**config.mk**
```make
export PLATFORM = sky130hd
export DESIGN_NAME = cantrx_top
export DESIGN_NICKNAME = d
export VERILOG_FILES = /design/src/include/cantrx_pkg.sv /design/src/cantrx_top.sv /design/src/cantrx_wake.sv
export SDC_FILE = /design/constraint.sdc
export NUM_CORES = 1
export LEC_CHECK = 0
export BUFFER_PORTS_ARGS = -buffer_cell sky130_fd_sc_hd__buf_2
export CORE_MARGIN = 5
export CORE_UTILIZATION = 45
export CTS_CLUSTER_DIAMETER = 120
export DETAILED_ROUTE_END_ITERATION = 8
export GPL_ROUTABILITY_DRIVEN = 0
export GPL_TIMING_DRIVEN = 0
export SETUP_SLACK_MARGIN = 0.15
export SYNTH_ARGS = -nofsm -noshare
export SYNTH_HDL_FRONTEND = slang
export SYNTH_SLANG_ARGS = --single-unit
```
**constraint.sdc**
```tcl
create_clock -name clk -period 2.5 [get_ports clk]
set_clock_uncertainty 0.05 [all_clocks]
set_input_delay 0.125 -clock clk [delete_from_list [all_inputs] [get_ports clk]]
set_output_delay 0.125 -clock clk [all_outputs]
set_load 0.005 [all_outputs]
```
**src/include/cantrx_pkg.sv**
```systemverilog
// Purpose : Shared constants and types for the CAN transceiver mode and wake block
// Assumes : 100 MHz system clock
// Notes   : Times are kept in their own unit; cycle counts derive from them
package cantrx_pkg;

  // =====================================================================
  // Clock and timing
  // =====================================================================
  localparam int CLK_MHZ           = 100;
  localparam int TXD_DOM_TIMEOUT_US = 300;
  localparam int TXD_DOM_CYC        = TXD_DOM_TIMEOUT_US * CLK_MHZ;       // Least time, exact
  localparam int WAKE_PULSE_MIN_NS  = 500;
  localparam int WAKE_PULSE_MIN_CYC = (WAKE_PULSE_MIN_NS * CLK_MHZ + 999) / 1000 + 1;
  localparam int WAKE_WINDOW_US     = 120;
  localparam int WAKE_WINDOW_CYC    = WAKE_WINDOW_US * CLK_MHZ;           // Longest time
  localparam int WAKE_SINGLE_NS     = 2000;
  localparam int WAKE_SINGLE_CYC    = (WAKE_SINGLE_NS * CLK_MHZ + 999) / 1000;
  localparam int WAKE_PULSES        = 3;

  // =====================================================================
  // Register map (word offsets on the plain port)
  // =====================================================================
  localparam logic [3:0] REG_CTRL   = 4'h0;
  localparam logic [3:0] REG_STATUS = 4'h1;
  localparam logic [3:0] REG_IRQ    = 4'h2;
  localparam logic [3:0] REG_MASK   = 4'h3;

  // CTRL fields
  localparam int CTRL_MODE_LSB   = 0;  // [1:0] transceiver mode
  localparam int CTRL_SLEW_LSB   = 2;  // [3:2] slew selection
  localparam int CTRL_WAKE_EN    = 4;
  localparam int CTRL_SINGLE_SEL = 5;
  localparam logic [7:0] CTRL_RESET = 8'h00;

  // IRQ / MASK bit positions
  localparam int IRQ_WAKE    = 0;
  localparam int IRQ_TXD_DOM = 1;
  localparam int IRQ_W       = 2;
  localparam logic [1:0] MASK_RESET = 2'h0;

  // =====================================================================
  // Types
  // =====================================================================
  typedef enum logic [1:0] {
    CANTRX_SLEEP   = 2'b00,
    CANTRX_NORMAL  = 2'b01,
    CANTRX_RX_ONLY = 2'b10
  } cantrx_mode_t;

  typedef enum logic [1:0] {
    CANTRX_SLEW_FAST = 2'b00,
    CANTRX_SLEW_MID  = 2'b01,
    CANTRX_SLEW_SLOW = 2'b10
  } cantrx_slew_t;

  // Bus-side drive outputs travel together
  typedef struct packed {
    logic drv_en;
    logic dominant;
    logic split_oe_n;
    logic term_gnd;
    cantrx_slew_t slew;
  } cantrx_bus_t;

endpackage

```
**src/cantrx_top.sv**
```systemverilog
// Purpose : CAN transceiver mode control, TXD timeout, slew, wake and interrupt
// Assumes : All inputs synchronous to clk; bus state given as a comparator level
// Notes   : Registers on a plain strobe port, read data one cycle after the strobe
`timescale 1ns/100ps

module cantrx_top
  import cantrx_pkg::*;
#(
  parameter int TXD_TIMEOUT_CYC = TXD_DOM_CYC,
  parameter int WINDOW_CYC      = WAKE_WINDOW_CYC
)
(
  // Clock, reset, enable
  input  wire logic        clk,
  input  wire logic        rst_n,
  input  wire logic        ce,
  // Register port
  input  wire logic [3:0]  reg_addr,
  input  wire logic [7:0]  reg_wdata,
  input  wire logic        reg_wr,
  input  wire logic        reg_rd,
  output logic      [7:0]  reg_rdata,
  // Host side pins
  input  wire logic        txd,
  output logic             rxd,
  // Bus side
  input  wire logic        bus_dom,
  output cantrx_bus_t      bus_ctl,
  // System
  output logic             low_power_state,
  output logic             irq
);

  // =====================================================================
  // Registers
  // =====================================================================
  logic [7:0]      ctrl_q;
  logic [IRQ_W-1:0] irq_sts_q;
  logic [IRQ_W-1:0] mask_q;
  logic [7:0]      rdata_q;
  logic            armed_q;
  logic [24:0]     txd_cnt_q;
  logic            txd_dom_q;
  logic            rxd_q;
  logic            irq_q;
  logic            lp_q;
  cantrx_bus_t     bus_q;
  logic            wake_pulse;

  // Field decode
  wire cantrx_mode_t mode_raw = cantrx_mode_t'(ctrl_q[CTRL_MODE_LSB +: 2]);
  wire cantrx_slew_t slew_raw = cantrx_slew_t'(ctrl_q[CTRL_SLEW_LSB +: 2]);
  wire is_sleep   = (mode_raw == CANTRX_SLEEP);
  wire is_normal  = (mode_raw == CANTRX_NORMAL);
  wire is_rx_only = !is_sleep && !is_normal;
  wire wake_en    = ctrl_q[CTRL_WAKE_EN];
  wire single_sel = ctrl_q[CTRL_SINGLE_SEL];

  // Register decode
  wire wr_ctrl = reg_wr && (reg_addr == REG_CTRL);
  wire wr_irq  = reg_wr && (reg_addr == REG_IRQ);
  wire wr_mask = reg_wr && (reg_addr == REG_MASK);

  // Unmapped addresses read as zero
  wire [7:0] rd_mux =
    (reg_addr == REG_CTRL)   ? ctrl_q :
    (reg_addr == REG_STATUS) ? {4'h0, txd_dom_q, lp_q, armed_q, bus_dom} :
    (reg_addr == REG_IRQ)    ? {6'h00, irq_sts_q} :
    (reg_addr == REG_MASK)   ? {6'h00, mask_q} : 8'h00;

  // =====================================================================
  // Control register and low-power state
  // =====================================================================
  // Wake forces the mode back to normal so the device leaves low power
  always_ff @(posedge clk or negedge rst_n)
  begin
    if (!rst_n)
      ctrl_q <= CTRL_RESET;
    else if (ce)
    begin
      if (wake_pulse)
        ctrl_q[CTRL_MODE_LSB +: 2] <= CANTRX_NORMAL;
      else if (wr_ctrl)
        ctrl_q <= reg_wdata;
    end
  end

  always_ff @(posedge clk or negedge rst_n)
  begin
    if (!rst_n)
      lp_q <= 1'b1;
    else if (ce)
      lp_q <= is_sleep && !wake_pulse;
  end

  // =====================================================================
  // Driver arming and transmit stuck-dominant detection
  // =====================================================================
  // Arming waits for a recessive transmit level so a stuck low never glitches the bus
  always_ff @(posedge clk or negedge rst_n)
  begin
    if (!rst_n)
      armed_q <= 1'b0;
    else if (ce)
    begin
      if (!is_normal)
        armed_q <= 1'b0;
      else if (txd)
        armed_q <= 1'b1;
    end
  end

  wire txd_cnt_hit = (txd_cnt_q >= 25'(TXD_TIMEOUT_CYC - 1));

  // Timeout latches off the driver until transmit returns high
  always_ff @(posedge clk or negedge rst_n)
  begin
    if (!rst_n)
    begin
      txd_cnt_q <= 25'h0;
      txd_dom_q <= 1'b0;
    end
    else if (ce)
    begin
      if (!is_normal || txd)
      begin
        txd_cnt_q <= 25'h0;
        txd_dom_q <= 1'b0;
      end
      else if (txd_cnt_hit)
        txd_dom_q <= 1'b1;
      else
        txd_cnt_q <= txd_cnt_q + 25'h1;
    end
  end

  // =====================================================================
  // Bus outputs and receive pin
  // =====================================================================
  wire drv_on = is_normal && armed_q && !txd_dom_q;
  wire cantrx_bus_t bus_d = '{
    drv_en:     drv_on,
    dominant:   drv_on && !txd,
    split_oe_n: is_sleep,
    term_gnd:   is_sleep,
    slew:       (slew_raw == 2'b11) ? CANTRX_SLEW_FAST : slew_raw
  };

  always_ff @(posedge clk or negedge rst_n)
  begin
    if (!rst_n)
    begin
      bus_q <= '{drv_en: 1'b0, dominant: 1'b0, split_oe_n: 1'b1,
                 term_gnd: 1'b1, slew: CANTRX_SLEW_FAST};
      rxd_q <= 1'b1;
    end
    else if (ce)
    begin
      bus_q <= bus_d;
      rxd_q <= is_sleep ? 1'b1 : !bus_dom;
    end
  end

  // =====================================================================
  // Wake detector
  // =====================================================================
  cantrx_wake #(
    .WINDOW_CYC (WINDOW_CYC)
  ) u_wake (
    .clk        (clk),
    .rst_n      (rst_n),
    .ce         (ce),
    .enable     (wake_en && is_sleep),
    .single_sel (single_sel),
    .bus_dom    (bus_dom),
    .wake_pulse (wake_pulse)
  );

  // =====================================================================
  // Interrupt status, mask and read port
  // =====================================================================
  wire [IRQ_W-1:0] irq_set = {txd_cnt_hit && !txd_dom_q && is_normal && !txd, wake_pulse};
  wire [IRQ_W-1:0] irq_clr = wr_irq ? reg_wdata[IRQ_W-1:0] : '0;
  wire [IRQ_W-1:0] irq_nxt = (irq_sts_q & ~irq_clr) | irq_set;

  // Set wins over a simultaneous write-one clear
  always_ff @(posedge clk or negedge rst_n)
  begin
    if (!rst_n)
    begin
      irq_sts_q <= '0;
      mask_q    <= MASK_RESET;
      irq_q     <= 1'b0;
      rdata_q   <= 8'h00;
    end
    else if (ce)
    begin
      irq_sts_q <= irq_nxt;
      if (wr_mask)
        mask_q <= reg_wdata[IRQ_W-1:0];
      irq_q   <= |(irq_nxt & (wr_mask ? reg_wdata[IRQ_W-1:0] : mask_q));
      rdata_q <= reg_rd ? rd_mux : 8'h00;
    end
  end

  assign reg_rdata       = rdata_q;
  assign rxd             = rxd_q;
  assign bus_ctl         = bus_q;
  assign low_power_state = lp_q;
  assign irq             = irq_q;
endmodule // cantrx_top

```
**src/cantrx_wake.sv**
```systemverilog
// Purpose : Bus wake-up pattern detector, single-pulse or three-pulse form
// Assumes : bus_dom is synchronous to clk
// Notes   : Counts only while enabled; restarts when the window expires
`timescale 1ns/100ps
module cantrx_wake
  import cantrx_pkg::*;
#(
  parameter int WINDOW_CYC = WAKE_WINDOW_CYC
)
(
  // Clock and reset
  input  wire logic clk,
  input  wire logic rst_n,
  input  wire logic ce,
  // Control
  input  wire logic enable,
  input  wire logic single_sel,
  input  wire logic bus_dom,
  // Result
  output logic      wake_pulse
);

  // =====================================================================
  // Pulse width, pulse count and window
  // =====================================================================
  logic [7:0]  width_q;
  logic [1:0]  count_q;
  logic [24:0] win_q;
  logic        wake_q;

  wire width_sat   = (width_q == 8'hff);
  wire pulse_end   = enable && !bus_dom && (width_q != 8'h00);
  wire pulse_valid = pulse_end && (width_q >= 8'(WAKE_PULSE_MIN_CYC));
  wire single_hit  = enable && single_sel && bus_dom &&
                     (width_q == 8'(WAKE_SINGLE_CYC - 1));
  wire win_run     = (count_q != 2'h0);
  wire win_expired = win_run && (win_q >= 25'(WINDOW_CYC));
  wire third_hit   = enable && !single_sel && pulse_valid &&
                     (count_q == 2'(WAKE_PULSES - 1)) && !win_expired;

  // Width counter saturates so a long dominant level cannot wrap
  always_ff @(posedge clk or negedge rst_n)
  begin
    if (!rst_n)
      width_q <= 8'h00;
    else if (ce)
      width_q <= (enable && bus_dom) ? (width_sat ? width_q : width_q + 8'h01) : 8'h00;
  end

  // Pulse count with window restart
  always_ff @(posedge clk or negedge rst_n)
  begin
    if (!rst_n)
    begin
      count_q <= 2'h0;
      win_q   <= 25'h0;
    end
    else if (ce)
    begin
      if (!enable || single_sel || third_hit || win_expired)
      begin
        count_q <= 2'h0;
        win_q   <= 25'h0;
      end
      else
      begin
        if (pulse_valid)
          count_q <= count_q + 2'h1;
        win_q <= win_run || pulse_valid ? win_q + 25'h1 : 25'h0;
      end
    end
  end

  // One-cycle wake pulse
  always_ff @(posedge clk or negedge rst_n)
  begin
    if (!rst_n)
      wake_q <= 1'b0;
    else if (ce)
      wake_q <= third_hit || single_hit;
  end

  assign wake_pulse = wake_q;
endmodule // cantrx_wake
```
== Word level (Yosys, flattened, before mapping) ==
Index checks and enable logic that the tools add are counted.

* Input port bits: 19
* Bits in registers: 91
* Output and inout bits: 17

* Eq/ne operators: 11
* Reduce and logical (&&, ||, !) cells: 52
* $lt $le $gt $ge: 3
* Bitwise logic cells: 5
* Mux-type cells: 23
* $add $sub $neg: 4

{| class="wikitable"
|+ Operators with widths
! kind !! number
|-
| 2-to-1 mux 25 bit || 4
|-
| adder 25 x 1 -> 25 bit (second input constant) || 2
|-
| 2-to-1 mux 8 bit || 4
|-
| greater-or-equal comparator 25 x 14 -> 1 bit (second input constant) || 1
|-
| greater-or-equal comparator 25 x 15 -> 1 bit (second input constant) || 1
|-
| logical AND 1 bit || 23
|-
| 2-to-1 mux 2 bit || 9
|-
| == test 8 bit (second input constant) || 2
|-
| AND reduction 2 bit || 6
|-
| adder 8 x 1 -> 8 bit (second input constant) || 1
|-
| == test 4 x 2 -> 1 bit (second input constant) || 2
|-
| greater-or-equal comparator 8 x 6 -> 1 bit (second input constant) || 1
|-
| zero test 1 bit || 8
|-
| nonzero test 2 bit || 4
|-
| nonzero test 8 bit || 1
|-
| logical OR 1 bit || 6
|-
| 2-to-1 mux 1 bit || 5
|-
| AND 2 bit || 2
|-
| == test 2 bit (second input constant) || 2
|-
| == test 4 x 1 -> 1 bit (second input constant) || 1
|-
| zero test 4 bit || 1
|-
| 2-to-1 mux 4 bit || 1
|-
| != test 2 bit (second input constant) || 2
|-
| AND reduction 3 bit || 1
|-
| 8 further kinds || 8
|}

== Depth between registers and ports, before layout ==
* Depth after elaboration: 12
* Mapped depth: 8

== Hierarchy ==
From an unflattened synthesis, not the netlist that was laid out.

* Cells, all modules: 498
* Area, all modules: 4983.5 um^2

{| class="wikitable"
|+ By module, submodules not included
! module !! instances !! area an instance (um^2) !! seq. area each (um^2) !! cells each
|-
| cantrx_top || 1 || 2721.4 || 1380.1 || 252
|-
| cantrx_wake || 1 || 2262.2 || 900.9 || 246
|}

== Worst setup path before layout ==
No wires, ideal clock.

* Kind: reg2reg
* From: register txd_cnt_q[11]
* To: register txd_cnt_q[0]
* Data required time: 2330 ps
* Period minus slack after synthesis: 2166 ps
* Arrival time: 1996 ps
* Slack: 334 ps
* Stages on the path, launching flop included: 8
* Cells stage by stage: dfrtp_1 or3b_2 or4_4 nand2_1 buf_4 buf_6 nor4_1 a31o_2

* Cells in the longest elaborated chain, start to end: 3

{| class="wikitable"
|+ RTL lines
! element !! line !! text
|-
| from (decl) || cantrx_top.sv:42 || <nowiki>logic [24:0] txd_cnt_q;</nowiki>
|-
| from (signal assigned) || cantrx_top.sv:133 || <nowiki>txd_cnt_q <= txd_cnt_q + 25'h1;</nowiki>
|-
| greater-or-equal comparator 25 x 15 -> 1 bit || cantrx_top.sv:113 || <nowiki>wire txd_cnt_hit = (txd_cnt_q >= 25'(TXD_TIMEOUT_CYC - 1));</nowiki>
|-
| != test 2 x 1 -> 1 bit (no source line) || - ||
|-
| AND reduction 2 bit (no source line) || - ||
|}

Every way passes these cells.
A chain may end at the register's enable or synchronous reset.

== Worst setup path in the final report ==
* From: register u_wake.win_q[10]
* To: register u_wake.win_q[23]

* Cells in the longest elaborated chain, start to end: 7

{| class="wikitable"
|+ RTL lines
! element !! line !! text
|-
| from (decl) || cantrx_wake.sv:28 || <nowiki>logic [24:0] win_q;</nowiki>
|-
| from (signal assigned) || cantrx_wake.sv:69 || <nowiki>win_q <= win_run || pulse_valid ? win_q + 25'h1 : 25'h0;</nowiki>
|-
| greater-or-equal comparator 25 x 14 -> 1 bit || cantrx_wake.sv:37 || <nowiki>wire win_expired = win_run && (win_q >= 25'(WINDOW_CYC));</nowiki>
|-
| logical AND 1 bit || cantrx_wake.sv:37 ||
|-
| zero test 1 bit || cantrx_wake.sv:39 || <nowiki>(count_q == 2'(WAKE_PULSES - 1)) && !win_expired;</nowiki>
|-
| logical AND 1 bit || cantrx_wake.sv:39 ||
|-
| logical OR 1 bit (2 in series) || cantrx_wake.sv:60 || <nowiki>if (!enable || single_sel || third_hit || win_expired)</nowiki>
|-
| 2-to-1 mux 25 bit * || cantrx_wake.sv:60 ||
|}

Every way passes the cells marked *; elsewhere a longest branch is shown, timed or not.

==> results.cfg <==
[sta]
setup_viol = 0
maxSlewHeadroom = 0.508
finalHoldViolCount = 0
worst_slack_ns = 0.196
min_period_over_period = 0.922
clock.fmax_mhz = 434
setup_tns_ns = 0
period_minus_slack_ns = 2.30
drv_slew = 0
whs_ns = 0.0252
worst_pin_slew_ns = 0.735
rsz0062_at_grt = true

[drt]
drcViolationCount = 0
drt_iter0_drc = 212
final_antenna_net_count = 0
vias_per_cell = 6.02
wl_per_cell_um = 17.7
drt_wl_total_um = 12900
first_pass_iters = 5
vias = 4401

[floorplanning]
io_pins = 36
fp.dieW_um = 115
die_area_um2 = 13300
start_util = 0.460
core-area_um2 = 10800
core.rowCount = 38
fp.dieH_um = 115

[critical_path]
critPathKind = register to register
worstReg2RegEnd = u_wake.win_q[23]
required_ns = 2.70
cp_slowest_cell = or4b_4
r2r_start = u_wake.win_q[10]
cp.arrival_ns = 2.50
path_max_fanout = 6
r2r_setup_slack_ns = 0.20
reg2reg_depth = 5
endpoint = u_wake.win_q[23]
start_kind = register
crit_start = u_wake.win_q[10]
cp_slowest_stage_delay_ns = 0.61
path_cells = nand4_1 > or4b_4 > or4_1 > a41oi_1 > o22ai_1
end_kind = register

[synth]
synth_cells = 514
synth-main-ff-cell = dfrtp_1
syn_nets = 540
synth_edf_count = 0
synth-async-reset-ratio = 1.00
synth_warnings = 0
netlist_area_um2 = 4990
synthDistinctLibCells = 65
ys_seq_elements = 91
ys_seq_area_frac = 0.457
avgSynthCellArea_um2 = 9.71

[cts]
cts_tree = done
htree_levels = 3
cts_buffer_depth = 2
numClockSinks = 91
insertion_delay_ns = 0.37
cts-buffers-inserted = 9
clk_pin_slew_ns = 0.10
root_buffer = clkbuf_8

[grt]
use_met1 = 0.279
grtUsageTotal = 0.205
grt_pass1_vias = 4308
grt_use_met3 = 0.0416
antenna_found_initial = 0
grt_max_degree = 47
grt_pass1_wl_um = 21600
globalRoute.busiestLayer = met2
overflow = 0
grt_use_met2 = 0.324

[placement]
port_buffers = 34
hpwl_um = 8870
place_ws_ns = 0.0362
place_inst = 689

[layout]
syn_to_final_growth_pct = 18.2
seq_area_um2 = 2280
antenna_cells = 0
final_cells = 731
multi_input_area_um2 = 2480
fin_nets = 612
post-route-util = 0.544
layout-drive-gt1-share = 0.208
nFillCells = 1003

[power_and_ir_drop]
vdd_drop_max_v = 0.000346
power_leakage_nw = 2.52
power_density_nw_per_um2 = 510

[run_status]
outcome = finished clean

[worst_hold_path]
hp-class = primary input to register

[run]
cap_violations = 0
-- where the power goes --
group | leakage [nW] | switching, mW | internal [mW]
clock network | 0.111 | 0.526 | 0.621
registers | 1.22 | 0.0450 | 1.53
logic | 1.19 | 0.163 | 0.126
total | 2.52 | 0.733 | 2.28
-- how the worst min path moves through the flow --
| stage | startpoint | end | slack, ns | cells past startpoint |
|---|---|---|---|---|
| after floorplan | rst_n | armed_q | -0.22 | 0 |
| after global placement | reg_wdata[5] | ctrl_q[5] | 0.31 | 2 |
| after detailed placement | rst_n | u_wake.win_q[10] | 0.13 | 1 |
| after CTS | reg_wdata[0] | mask_q[0] | 0.02 | 2 |
| after global routing | reg_wdata[0] | mask_q[0] | 0.02 | 2 |
| final | reg_wdata[0] | mask_q[0] | 0.03 | 2 |
-- per-stage QoR --
| step | total power, mW | cell area [um^2] |
|---|---|---|
| final | 3.01 | 5900 |
| after global routing | 3.14 | 5900 |
| after CTS | 3.02 | 5700 |
| after detailed placement | 1.87 | 5360 |
| after global placement | 1.86 | 5330 |
| after floorplan | 1.74 | 4990 |
-- per-layer routing --
metal	share of wire	wire, um
met5	0	0
met2	0.46	5990
met3	0.054	699
met1	0.46	5940
met4	0.021	268
-- sequential cells by signal, summed over array words and instances (netlist names) --
name	cells
armed_q	1
bus_ctl	5
ctrl_q	8
irq	1
irq_sts_q	2
low_power_state	1
mask_q	2
reg_rdata	8
rxd	1
txd_cnt_q	25
txd_dom_q	1
u_wake.count_q	2
u_wake.wake_pulse	1
u_wake.width_q	8
u_wake.win_q	25
-- synth_stat cells, types with 3 or more instances --
cell,instances,area [um^2]
clkbuf_1,21,78.8
o21ai_0,19,95.1
dfstp_2,3,78.8
o31ai_1,9,67.6
o21a_1,5,37.5
and2_1,15,93.8
a21oi_1,14,70.1
nand3_1,25,125
o2bb2ai_1,7,61.3
o22ai_1,8,50.1
nand4_1,18,113
nand2b_1,6,37.5
ha_1,7,87.6
o2111ai_1,8,70.1
a31oi_1,9,56.3
nor4_1,10,62.6
inv_1,35,131
a41oi_1,12,105
nor3_1,10,50.1
and4_1,4,35.0
buf_4,3,22.5
nand2_1,35,131
a211oi_1,3,22.5
dfrtp_1,88,2200
nor2b_1,5,31.3
and3_1,7,43.8
xor2_1,9,78.8
a22oi_1,3,22.5
buf_6,3,33.8
nand3b_1,3,22.5
nor2_1,31,116
buf_2,5,25.0
mux2_2,8,90.1
a22o_1,5,43.8
nor4bb_1,3,30.0
o41ai_2,3,48.8
or4_1,9,67.6
mux2i_1,13,130
-- critical path: cells and delay by family (launching register included) --
kind,cells,cell delay [ns]
AOI/OAI and AO/OA,2,0.33
DFF,1,0.45
and+or+nand+nor,3,1.35
-- kinds of logic (layout without fill, tap and decap cells) --
group                    count (synthesis)  count (layout)  synth area share
multiplexers                            21              21            0.0441
XOR/XNOR                                10              10            0.0176
adder cells (fa/ha/maj)                  7               7            0.0176
buffers and inverters                   68             145            0.0592
AND/OR/NAND/NOR                        194             194             0.219
flip-flops                              91              91             0.457
AO/OA/AOI/OAI                          123             123             0.185
-- layout by cell type (no fill, tap or decap), types with 11 or more instances in the layout --
cell	n
a21oi_1	14
and2_1	15
buf_2	38
buf_4	21
clkbuf_1	14
clkbuf_8	11
dfrtp_1	85
inv_1	35
mux2i_1	13
nand2_1	34
nand3_1	25
nand4_1	18
nor2_1	31
o21ai_0	19
-- area by class of cell --
type	count	area share
clock buffer	14	0.0276
buffer	33	0.0323
clock inverter	2	0.0102
multi-input combinational	355	0.420
sequential	91	0.387
tap	140	0.0297
inverter	35	0.0223
timing repair buffer	61	0.0704
-- repair_timing --
| action | CTS | global route |
|---|---|---|
| gates resized for setup | 6 | 30 |
| pin swaps | 2 | 5 |
| hold buffers | 8 | 0 |
| buffers inserted | 3 | 15 |
| endpoints found under the setup margin | 38 | 49 |
| hold endpoints to repair | 51 | 0 |
No activity file was read; power rests on OpenSTA's default activity.
